--- src/hdl/rrg_pkg.sv ---
// package of constants and types for the resume reset generator
package rrg_pkg;
   // ==================================================
   // clock and timing
   // ==================================================
   localparam int unsigned CLK_HZ            = 20000000;
   localparam int unsigned NOMINAL_DELAY_MS  = 32;   // prose figure, kept for reference
   localparam int unsigned DELAY_MIN_MS      = 140;
   localparam int unsigned DELAY_TYP_MS      = 350;
   localparam int unsigned DELAY_MAX_MS      = 560;
   localparam int unsigned ASSERT_MAX_NS     = 100;
   localparam int unsigned CLK_PERIOD_NS     = 1000000000 / CLK_HZ;
   // longest time rounds down, never below one cycle
   localparam int unsigned ASSERT_CYCLES     =
      (ASSERT_MAX_NS / CLK_PERIOD_NS) < 1 ? 1 : ASSERT_MAX_NS / CLK_PERIOD_NS;
   // typical release delay in cycles; 64-bit math to avoid overflow
   localparam longint unsigned DELAY_TYP_CYCLES =
      (64'(DELAY_TYP_MS) * 64'(CLK_HZ)) / 64'd1000;
   localparam int unsigned CNT_W             = 24;
   localparam bit          RESET_OUT_VAL     = 1'b0;

   // ==================================================
   // types
   // ==================================================
   typedef enum logic [1:0] {
      RRG_HOLD,
      RRG_DELAY,
      RRG_RUN
   } rrg_state_t;

   typedef struct packed {
      logic resume_reset_n;
      logic delay_running;
   } rrg_status_t;
endpackage

--- src/hdl/rrg_resume_reset.sv ---
// resume well reset generator driven by the standby supply comparator
`timescale 1ns/1ps
module rrg_resume_reset #(
   parameter int unsigned RELEASE_CYCLES = 32'(rrg_pkg::DELAY_TYP_CYCLES)
) (
   input  wire logic                 clk_i,
   input  wire logic                 rst_n_i,
   input  wire logic                 supply_above_trip_i,
   output rrg_pkg::rrg_status_t      status_o
);
   // ==================================================
   // comparator synchroniser
   // ==================================================
   logic sync_meta;
   logic sync_ok;

   // only the trip comparator feeds the logic
   always_ff @(posedge clk_i or negedge rst_n_i) begin
      if (!rst_n_i) begin
         sync_meta <= 1'b0;
         sync_ok   <= 1'b0;
      end else begin
         sync_meta <= supply_above_trip_i;
         sync_ok   <= sync_meta;
      end
   end

   // ==================================================
   // release delay counter and state
   // ==================================================
   // the counter width caps the delay at 2**CNT_W cycles;
   // a longer RELEASE_CYCLES needs a wider CNT_W in the package
   localparam int unsigned               LAST_INT = RELEASE_CYCLES - 1;
   localparam logic [rrg_pkg::CNT_W-1:0] LAST_CNT = LAST_INT[rrg_pkg::CNT_W-1:0];
   localparam logic [rrg_pkg::CNT_W-1:0] CNT_ONE  = {{(rrg_pkg::CNT_W-1){1'b0}}, 1'b1};

   rrg_pkg::rrg_state_t         state;
   rrg_pkg::rrg_state_t         next_state;
   logic [rrg_pkg::CNT_W-1:0]   cnt;
   logic [rrg_pkg::CNT_W-1:0]   next_cnt;
   logic                        next_reset_n;
   wire                         cnt_done = (cnt == LAST_CNT);
   // raw level gates release
   // the raw level is ANDed with sync_ok, so it can only keep the output low;
   // waiting on the synchroniser alone takes three clocks, over 100 ns
   wire                         supply_ok = sync_ok & supply_above_trip_i;

   // next-state decode; a supply loss always wins
   always_comb begin
      next_state   = state;
      next_cnt     = '0;
      next_reset_n = 1'b0;
      unique case (state)
         rrg_pkg::RRG_HOLD: begin
            if (supply_ok) begin
               next_state = rrg_pkg::RRG_DELAY;
            end
         end
         rrg_pkg::RRG_DELAY: begin
            if (!supply_ok) begin
               next_state = rrg_pkg::RRG_HOLD;
            end else if (cnt_done) begin
               next_state   = rrg_pkg::RRG_RUN;
               next_reset_n = 1'b1;
            end else begin
               next_cnt = cnt + CNT_ONE;
            end
         end
         rrg_pkg::RRG_RUN: begin
            if (!supply_ok) begin
               next_state = rrg_pkg::RRG_HOLD;
            end else begin
               next_reset_n = 1'b1;
            end
         end
         default: next_state = rrg_pkg::RRG_HOLD;
      endcase
   end

   // state registers; output straight from a flop
   always_ff @(posedge clk_i or negedge rst_n_i) begin
      if (!rst_n_i) begin
         state    <= rrg_pkg::RRG_HOLD;
         cnt      <= '0;
         status_o <= '{resume_reset_n: rrg_pkg::RESET_OUT_VAL, delay_running: 1'b0};
      end else begin
         state                   <= next_state;
         cnt                     <= next_cnt;
         status_o.resume_reset_n <= next_reset_n;
         status_o.delay_running  <= (next_state == rrg_pkg::RRG_DELAY);
      end
   end

   // ==================================================
   // assertions
   // ==================================================
   // cycles since synchronised supply last seen high continuously
   logic [rrg_pkg::CNT_W-1:0] good_run;
   always_ff @(posedge clk_i or negedge rst_n_i) begin
      if (!rst_n_i) begin
         good_run <= '0;
      end else if (!sync_ok) begin
         good_run <= '0;
      end else if (good_run != '1) begin
         good_run <= good_run + CNT_ONE;
      end
   end

   a_no_early_release: assert property (@(posedge clk_i) disable iff (!rst_n_i)
      $rose(status_o.resume_reset_n) |-> good_run >= LAST_CNT)
      else $error("reset released before release delay");

   a_fast_assert: assert property (@(posedge clk_i) disable iff (!rst_n_i)
      !supply_above_trip_i |=> !status_o.resume_reset_n)
      else $error("reset not reasserted after supply loss");

   a_dip_clears: assert property (@(posedge clk_i) disable iff (!rst_n_i)
      !sync_ok |=> cnt == '0 && !status_o.delay_running)
      else $error("delay counter not cleared on supply dip");

   a_delay_start: assert property (@(posedge clk_i) disable iff (!rst_n_i)
      $rose(sync_ok) && supply_above_trip_i |=> status_o.delay_running)
      else $error("release delay did not start");

   a_sync_path: assert property (@(posedge clk_i) disable iff (!rst_n_i)
      $rose(supply_above_trip_i) ##1 supply_above_trip_i |=> sync_ok)
      else $error("comparator not synchronised in two cycles");

   a_release_exact: assert property (@(posedge clk_i) disable iff (!rst_n_i)
      supply_ok && state == rrg_pkg::RRG_DELAY && cnt_done |=> status_o.resume_reset_n)
      else $error("reset not released when delay elapsed");

   a_low_in_hold: assert property (@(posedge clk_i) disable iff (!rst_n_i)
      state == rrg_pkg::RRG_HOLD |-> !status_o.resume_reset_n)
      else $error("reset high while holding");

   a_stays_released: assert property (@(posedge clk_i) disable iff (!rst_n_i)
      status_o.resume_reset_n && supply_ok |=> status_o.resume_reset_n)
      else $error("reset dropped without supply loss");

   a_dip_no_release: assert property (@(posedge clk_i) disable iff (!rst_n_i)
      !sync_ok |=> !status_o.resume_reset_n)
      else $error("reset released while supply low");

   a_outputs_exclusive: assert property (@(posedge clk_i) disable iff (!rst_n_i)
      status_o.delay_running |-> !status_o.resume_reset_n)
      else $error("delay flag and release seen together");

   a_run_released: assert property (@(posedge clk_i) disable iff (!rst_n_i)
      state == rrg_pkg::RRG_RUN |-> status_o.resume_reset_n)
      else $error("reset low in run state");

   a_release_needs_supply: assert property (@(posedge clk_i) disable iff (!rst_n_i)
      $rose(status_o.resume_reset_n) |-> $past(sync_ok))
      else $error("reset released with supply below threshold");

   a_delay_from_hold: assert property (@(posedge clk_i) disable iff (!rst_n_i)
      $rose(status_o.delay_running) |-> $past(state) == rrg_pkg::RRG_HOLD)
      else $error("release delay started outside hold");

   a_cnt_in_range: assert property (@(posedge clk_i) disable iff (!rst_n_i)
      cnt <= LAST_CNT)
      else $error("delay counter past its end value");

   a_cnt_steps: assert property (@(posedge clk_i) disable iff (!rst_n_i)
      state == rrg_pkg::RRG_DELAY && supply_ok && !cnt_done |=> cnt == $past(cnt) + CNT_ONE)
      else $error("delay counter did not advance");

   a_hold_no_count: assert property (@(posedge clk_i) disable iff (!rst_n_i)
      state == rrg_pkg::RRG_HOLD |-> cnt == '0)
      else $error("delay counter not zero while holding");

   a_sync_fall: assert property (@(posedge clk_i) disable iff (!rst_n_i)
      $fell(supply_above_trip_i) |=> ##1 !sync_ok)
      else $error("comparator fall not synchronised in two cycles");

   // ==================================================
   // check helpers
   // ==================================================
   // cycles the delay flag has stood high without a break
   logic [rrg_pkg::CNT_W-1:0] delay_len;
   always_ff @(posedge clk_i or negedge rst_n_i) begin
      if (!rst_n_i) begin
         delay_len <= '0;
      end else if (status_o.delay_running) begin
         delay_len <= delay_len + CNT_ONE;
      end else begin
         delay_len <= '0;
      end
   end

   a_full_delay: assert property (@(posedge clk_i) disable iff (!rst_n_i)
      $rose(status_o.resume_reset_n) |-> delay_len == LAST_CNT + CNT_ONE)
      else $error("release did not follow one unbroken delay");
endmodule

--- config.mk ---
export PLATFORM = sky130hd
export DESIGN_NAME = rrg_resume_reset
export DESIGN_NICKNAME = d
export VERILOG_FILES = /design/src/hdl/rrg_pkg.sv /design/src/hdl/rrg_resume_reset.sv
export SDC_FILE = /design/constraint.sdc
export NUM_CORES = 1
export LEC_CHECK = 0
export ABC_AREA = 1
export BUFFER_PORTS_ARGS = -buffer_cell sky130_fd_sc_hd__buf_4
export CORE_MARGIN = 2
export CORE_UTILIZATION = 54
export CTS_CLUSTER_DIAMETER = 80
export CTS_CLUSTER_SIZE = 8
export DETAILED_ROUTE_END_ITERATION = 12
export HOLD_SLACK_MARGIN = 0.1
export PLACE_DENSITY = 0.81
export SYNTH_ARGS = -nofsm -noshare
export SYNTH_HDL_FRONTEND = slang
export SYNTH_SLANG_ARGS = --single-unit
--- constraint.sdc ---
create_clock -name clk_i -period 1.82 [get_ports clk_i]
set_input_delay 0.364 -clock clk_i [delete_from_list [all_inputs] [get_ports clk_i]]
set_output_delay 0.364 -clock clk_i [all_outputs]
set_load 0.005 [all_outputs]
==> qor_table.md, run 1 <==
| Step | Quantity | This run |
| --- | --- | --- |
| run status | Outcome | complete, no violations |
| sta | Worst slew pin tran | 0.363 ns |
| worst setup path | Max Fanout on Critical Path | 17 |
| final layout | Final instance count without filler cells | 302 |
| cts | Clk sinks | 30 |
| worst setup path | Reg2Reg Launch Point | cnt[0] |
| drt | Overall routed net length | 3.56 mm |
| worst setup path | R2R depth | 8 |
| sta | Unrepaired setup endpoints after global routing | no |
| cts | Clock Tree Root | clkbuf_4 |
| min path | Worst hold endpoint | sync_meta |
| min path | Type of the worst min-delay path | input pin to flop |
| drt | DR vias/cell | 5.03 |
| cts | Clock slew at the register clock pins of the worst setup and hold paths | 0.09 ns |
| drt | Vias post-DR | 1520 |
| sta | Worst Slack Setup Final | 0.207 ns |
| sta | Max transition margin | 0.756 |
| sta | Hold Fails Final Rpt | 0 |
| power | Leakage dissipation | 0.808 nW |
| sta | Post-route setup TNS | 0 ns |
| min path | Startpoint of the lowest-slack hold path | supply_above_trip_i |
| placement | Number of placed instances with taps included | 294 |
| placement | Estimated wirelength of the detail-placed design | 2.72 mm |
| grt | Maximum number of pins on one net before global-route repair | 31 |
| min path | Instance count along the most critical hold path | 1 |
| grt | Number of antenna violations at the first check in global routing | 0 |
| final layout | Antenna cell count | 0 |
| synth | Ranking of synthesized cells by area | dfrtp_1, nand2_1, nor2_1 |
| floorplanning | Number of rows in the core area | 20 |
| sta | Clock period minus final worst setup slack | 1.61 ns |
| synth | Total number of yosys warnings | 0 |
| floorplanning | Core footprint | 3100 um2 |
| placement | Setup WS pre-CTS | 0.214 ns |
| cts | Clock latency at the later pin of the worst-skew pair | 0.32 ns |
| floorplanning | DIE HEIGHT | 61.4 um |
| floorplanning | Die X | 61.4 um |
| floorplanning | Area of the die | 3770 um2 |
| sta | Final critical-path share of the clock period | 0.886 |
| grt | Overall Global Routing Usage | 0.223 |
| cts | Num CTS Buffers | 5 |
| synth | Sequential cell area fraction in the yosys report | 0.422 |
| worst setup path | Minimum setup slack among reg-to-reg paths | 0.21 ns |
| sta | Fmax | 0.620 GHz |
| power | Peak supply drop | 0.000406 V |
| final layout | Share of layout cells above drive strength 1 | 0.105 |
| synth | Cells after synthesis | 247 |
| final layout | Leading cell types in the layout, fill and taps excluded | nand2_1, nor2_1, inv_1 |
| sta | Pins Over Slew Limit | 0 |
| sta | Worst clock skew | 0.00903 ns |
| placement | Number of buffer cells added on primary ports | 4 |
| sta | Final setup viols | 0 |
| synth | Top cell type's share of synthesized area | 0.422 |
| synth | Area leader, netlist | dfrtp_1 |
| worst setup path | Kind of end point of the critical path | flop |
| cts | Number of buffers on the longest clock path | 2 |
| synth | Net count of the mapped netlist | 255 |
| power | Final Total Pwr | 1.21 mW |
| flow run | Max-capacitance violation count | 0 |
| cts | CTS H-tree lvls | 2 |
| cts | Post-CTS Setup Inserts | 0 |
| worst setup path | R2r endpoint | cnt[18] |
| final layout | Count of filler cells inserted in the layout | 326 |
| synth | Primary FF master, synth | dfrtp_1 |
| drt | Detailed-route wire length per cell | 11.8 um |
| worst setup path | CP arrival | 1.83 ns |
| final layout | Final net count | 266 |
| cts | TritonCTS clock tree | done |
| synth | Post-synth EDFFs | 0 |
| final layout | Synth-to-layout area growth | 7.24% |
| power | Total power divided by cell area | 635 nW/um2 |
| floorplanning | Number of top-level pins | 5 |
| final layout | Most common cell after layout, fill and taps aside | nand2_1 |
| floorplanning | Initial cell density of the core | 0.573 |
| worst setup path | Type of the worst setup path | flop to flop |
| worst setup path | Required time reported for the critical path endpoint | 2.04 ns |
| synth | Synthesized area per cell | 7.20 um2 |
| worst setup path | Critical Path Start Type | flop |
| synth | Netlist Area Pre-Place | 1780 um2 |
| synth | Share of flip-flops with an asynchronous set or reset | 1.00 |
| drt | Post-route DRC violation count | 0 |
| drt | First-pass DRT Iterations | 4 |
| grt | Wire length of the first global-routing pass | 6.10 mm |
| synth | Number of flip-flops and latches in the synthesized netlist | 30 |
| grt | Sum of overflow across all layers after global routing | 0 |
| drt | Count of nets left with antenna violations after detail routing | 0 |
| placement | RePlAce Congestion | 0.885 |
| synth | Number of distinct library cells after synthesis | 27 |
| grt | Vias in the first global route | 1442 |
| drt | Iteration-0 DRC count of the detailed router | 82 |
[worst max-delay path, stage by stage (launching register included)]
cell     delay (ns)
dfrtp_1        0.38
ha_1           0.21
nand3_2        0.15
nor2_1         0.20
nand3_2        0.12
nand2_4        0.20
inv_2          0.12
nand2_1        0.08
nor2_1         0.04
[cell type report]
cell class | count | area [um2] | share of cell area
clock buffer | 7 | 45.0 | 0.0236
multi-input combinational | 178 | 875 | 0.458
tap | 44 | 55.1 | 0.0289
sequential | 30 | 751 | 0.393
timing repair buffer | 5 | 40.0 | 0.0210
inverter | 38 | 143 | 0.0748
[synth_stat cells (2+ instances only)]
cell and number:
dfrtp_1 30, nor3b_1 4, nand3_2 3, o21ai_0 4
nor2_1 55, nand3_1 9, inv_1 36, nand3b_1 3
ha_1 5, nor3_1 7, nand4_1 4, xor2_1 2
inv_2 2, nand2_2 2, nand2_1 59, a21oi_1 6
nor2_2 6
[power breakdown]
part | switching, mW | internal (mW) | total, mW
Combinational | 0.0998 | 0.0583 | 0.158
Clock | 0.204 | 0.145 | 0.349
Sequential | 0.0141 | 0.691 | 0.705
Total | 0.318 | 0.894 | 1.21
[layer usage]
metal,vias to the layer above,global-route usage,share of wire
met5,-,0,0
met4,0,0.0729,0.012
met3,6,0.0567,0.030
met2,20,0.374,0.48
met1,712,0.283,0.48
li1,782,-,-
[timing repair]
item / CTS / global route
gates resized for setup: 0 / 0
hold buffers: 1 / 0
hold endpoints to repair: 30 / 0
endpoints found under the setup margin: 0 / 0
[stage by stage]
| step | util | area (um2) | hold WS [ns] |
|---|---|---|---|
| CTS | 0.615 | 1910 | 0.142 |
| floorplan | - | 1780 | 0.0684 |
| detailed placement | 0.597 | 1850 | 0.310 |
| finish | 0.615 | 1910 | 0.155 |
| global placement | 0.597 | 1850 | 0.312 |
| global route | 0.615 | 1910 | 0.131 |
[logic make-up after synthesis]
kind of cell	synth area share
xor gates and xnor gates	0.0148
AOI/OAI and AO/OA	0.0408
adders and majority gates	0.0352
buffers and inverters	0.0865
DFF	0.422
and+or+nand+nor	0.401
[how the worst max path moves through the flow]
stage	startpoint	end	slack, ns	cells after the start
4_1_cts	cnt[0]	cnt[23]	0.21	8
5_1_grt	cnt[0]	cnt[20]	0.02	8
6_report	cnt[0]	cnt[18]	0.21	8
3_5_place_dp	cnt[0]	cnt[18]	0.21	8
2_1_floorplan	state[1]	cnt[13]	0.48	7
3_3_place_gp	cnt[0]	cnt[23]	0.28	8
[state kept, by name, summed over array words and instances (netlist names)]
register,count
sync_ok,1
cnt,24
state,2
status_o,2
sync_meta,1
No activity file was read; power rests on OpenSTA's default activity.
==> inputs of run 2 (changes only) <==
CELL_PAD_IN_SITES_DETAIL_PLACEMENT = 2   (was unset)
CELL_PAD_IN_SITES_GLOBAL_PLACEMENT = 2   (was unset)
CORE_UTILIZATION = 36   (was 54)
PLACE_DENSITY = 0.89   (was 0.81)
==> qor_table.md, run 2 (synthesized netlist as in run 1, its figures left out) <==
| Step | Quantity | This run | Delta |
| --- | --- | --- | --- |
| drt | Post-route DRC violation count | 0 | unchanged |
| power | Total power divided by cell area | 772 nW/um2 | was 635 nW/um2 |
| final layout | Count of filler cells inserted in the layout | 573 | was 326 |
| cts | Num CTS Buffers | 5 | unchanged |
| drt | Overall routed net length | 5.47 mm | was 3.56 mm |
| drt | Vias post-DR | 1612 | was 1520 |
| flow run | Max-capacitance violation count | 0 | unchanged |
| floorplanning | Die X | 74.3 um | was 61.4 um |
| placement | Number of placed instances with taps included | 318 | was 294 |
| sta | Worst Slack Setup Final | 0.135 ns | was 0.207 ns |
| grt | Number of antenna violations at the first check in global routing | 0 | unchanged |
| final layout | Share of layout cells above drive strength 1 | 0.127 | was 0.105 |
| final layout | Final net count | 267 | was 266 |
| final layout | Antenna cell count | 0 | unchanged |
| cts | Clock latency at the later pin of the worst-skew pair | 0.29 ns | was 0.32 ns |
| sta | Worst slew pin tran | 0.460 ns | was 0.363 ns |
| drt | Detailed-route wire length per cell | 16.7 um | was 11.8 um |
| final layout | Number of flip-flops in the largest register | 24 | unchanged |
| cts | Clock slew at the register clock pins of the worst setup and hold paths | 0.07 ns | was 0.09 ns |
| drt | Wire length on met3 | 89 um | was 108 um |
| power | Final Total Pwr | 1.56 mW | was 1.21 mW |
| placement | Dpl cell area | 1890 um2 | was 1850 um2 |
| floorplanning | Number of rows in the core area | 25 | was 20 |
| final layout | Top flop regs | cnt: 24 flops, state: 2 flops, status_o: 2 flops | unchanged |
| sta | Final Hold Slack | 0.192 ns | was 0.155 ns |
| worst setup path | Required time reported for the critical path endpoint | 1.99 ns | was 2.04 ns |
| sta | Max transition margin | 0.691 | was 0.756 |
| grt | Overall Global Routing Usage | 0.223 | about the same |
| sta | Final setup viols | 0 | unchanged |
| power | Fraction of power consumed by the clock network | 0.432 | was 0.288 |
| cts | Post-CTS Setup Inserts | 0 | unchanged |
| final layout | Final instance area | 2030 um2 | was 1910 um2 |
| drt | First-pass DRT Iterations | 4 | unchanged |
| sta | Unrepaired setup endpoints after global routing | no | unchanged |
| power | Combinational fraction of design power | 0.115 | was 0.130 |
| drt | Topmost layer with routed signal wires | met4 | unchanged |
| sta | Hold Fails Final Rpt | 0 | unchanged |
| sta | Fmax | 0.593 GHz | was 0.620 GHz |
| run status | Outcome | complete, no violations | unchanged |
| cts | TritonCTS clock tree | done | unchanged |
| floorplanning | Area of the die | 5520 um2 | was 3770 um2 |
| min path | Type of the worst min-delay path | input pin to flop | unchanged |
| final layout | Leading cell types in the layout, fill and taps excluded | nand2_1, nor2_1, inv_1 | unchanged |
| worst setup path | Type of the worst setup path | flop to flop | unchanged |
| final layout | Most common cell after layout, fill and taps aside | nand2_1 | unchanged |
| drt | Iteration-0 DRC count of the detailed router | 61 | was 82 |
| floorplanning | Core footprint | 4750 um2 | was 3100 um2 |
| sta | Post-route setup TNS | 0 ns | unchanged |
| grt | Sum of overflow across all layers after global routing | 0 | unchanged |
| floorplanning | Number of top-level pins | 5 | unchanged |
| grt | Maximum number of pins on one net before global-route repair | 31 | unchanged |
| floorplanning | Initial cell density of the core | 0.374 | was 0.573 |
| power | Net switching power figure | 0.407 mW | was 0.318 mW |
| final layout | Final core utilization | 0.426 | was 0.615 |
| placement | Setup WS pre-CTS | 0.127 ns | was 0.214 ns |
| grt | Vias in the first global route | 1817 | was 1442 |
| sta | Worst clock skew | 0.00516 ns | was 0.00903 ns |
| placement | Estimated wirelength of the detail-placed design | 4.06 mm | was 2.72 mm |
| placement | Number of buffer cells added on primary ports | 4 | unchanged |
| power | Peak supply drop | 0.000487 V | was 0.000406 V |
| final layout | Synth-to-layout area growth | 13.9% | was 7.24% |
| power | Share of power burned in registers | 0.452 | was 0.582 |
| final layout | Final instance count without filler cells | 327 | was 302 |
| cts | Clock Tree Root | clkbuf_8 | was clkbuf_4 |
| power | Cell internal pwr | 1.16 mW | was 0.894 mW |
| drt | Count of nets left with antenna violations after detail routing | 0 | unchanged |
| drt | DR vias/cell | 4.93 | was 5.03 |
| sta | Pins Over Slew Limit | 0 | unchanged |
| worst setup path | CP arrival | 1.86 ns | was 1.83 ns |
| floorplanning | DIE HEIGHT | 74.3 um | was 61.4 um |
| grt | Wire length of the first global-routing pass | 9.03 mm | was 6.10 mm |
| worst setup path | Kind of end point of the critical path | flop | unchanged |
| sta | Final critical-path share of the clock period | 0.926 | was 0.886 |
| worst setup path | Critical Path Start Type | flop | unchanged |
| cts | CTS H-tree lvls | 2 | unchanged |
| cts | Number of buffers on the longest clock path | 2 | unchanged |
| power | Sw frac | 0.260 | was 0.262 |
| drt | Total met2 wirelength after detailed routing | 2.89 mm | was 1.69 mm |
| worst setup path | Max Fanout on Critical Path | 4 | was 17 |
| cts | Clk sinks | 30 | unchanged |
| sta | Clock period minus final worst setup slack | 1.68 ns | was 1.61 ns |
| placement | RePlAce Congestion | 0.775 | was 0.885 |
| drt | M1 WL | 2.39 mm | was 1.72 mm |
| power | Leakage dissipation | 0.846 nW | was 0.808 nW |
| final layout | Register bank with the most flops | cnt | unchanged |
-- run 2: path summary, 6_finish.rpt --
path	cells past startpoint	startpoint	slack, ns	to
hold / removal	1	supply_above_trip_i	0.19	sync_meta
hold reg to reg	0	sync_meta	0.36	sync_ok
min in group asynchronous	2	rst_n_i	0.54	cnt[21]
max in group asynchronous	2	rst_n_i	0.99	cnt[12]
setup reg to reg	7	cnt[7]	0.14	cnt[17]
setup / recovery	7	cnt[7]	0.14	cnt[17]
-- run 2: what timing repair did --
item / in CTS / in global routing
hold endpoints to repair: 30 / 0
gates resized for setup: 0 / 4
endpoints found under the setup margin: 0 / 11
hold buffers: 1 / 0
-- run 2: cell type report --
type	instances	area, um2	share of cell area
timing repair buffer	6	47.5	0.0235
sequential	30	751	0.370
clock inverter	3	40.0	0.0198
tap	67	83.8	0.0414
inverter	38	143	0.0704
clock buffer	5	68.8	0.0340
multi-input combinational	178	893	0.441
-- run 2: power by group through the flow --
stage                     combinational (mW)  clock, mW  sequential (mW)
after floorplan                        0.109          0            0.717
after global placement                 0.163          0            0.719
after detailed placement               0.174          0            0.721
after CTS                              0.181      0.691            0.708
after global routing                   0.205      0.714            0.712
final                                  0.180      0.677            0.708
-- run 2: critical path, cell delays in order, from the launching register on --
cell	delay (ns)
dfrtp_1	0.48
nand2_1	0.15
inv_1	0.15
nand3_1	0.18
nor2_1	0.28
nand3_1	0.15
nand2_1	0.11
nor2_1	0.06
-- run 2: per-layer routing --
| metal | global-route usage | vias up |
|---|---|---|
| met5 | 0 | - |
| met4 | 0.0694 | 0 |
| met3 | 0.0420 | 8 |
| met2 | 0.404 | 11 |
| met1 | 0.268 | 806 |
| li1 | - | 787 |
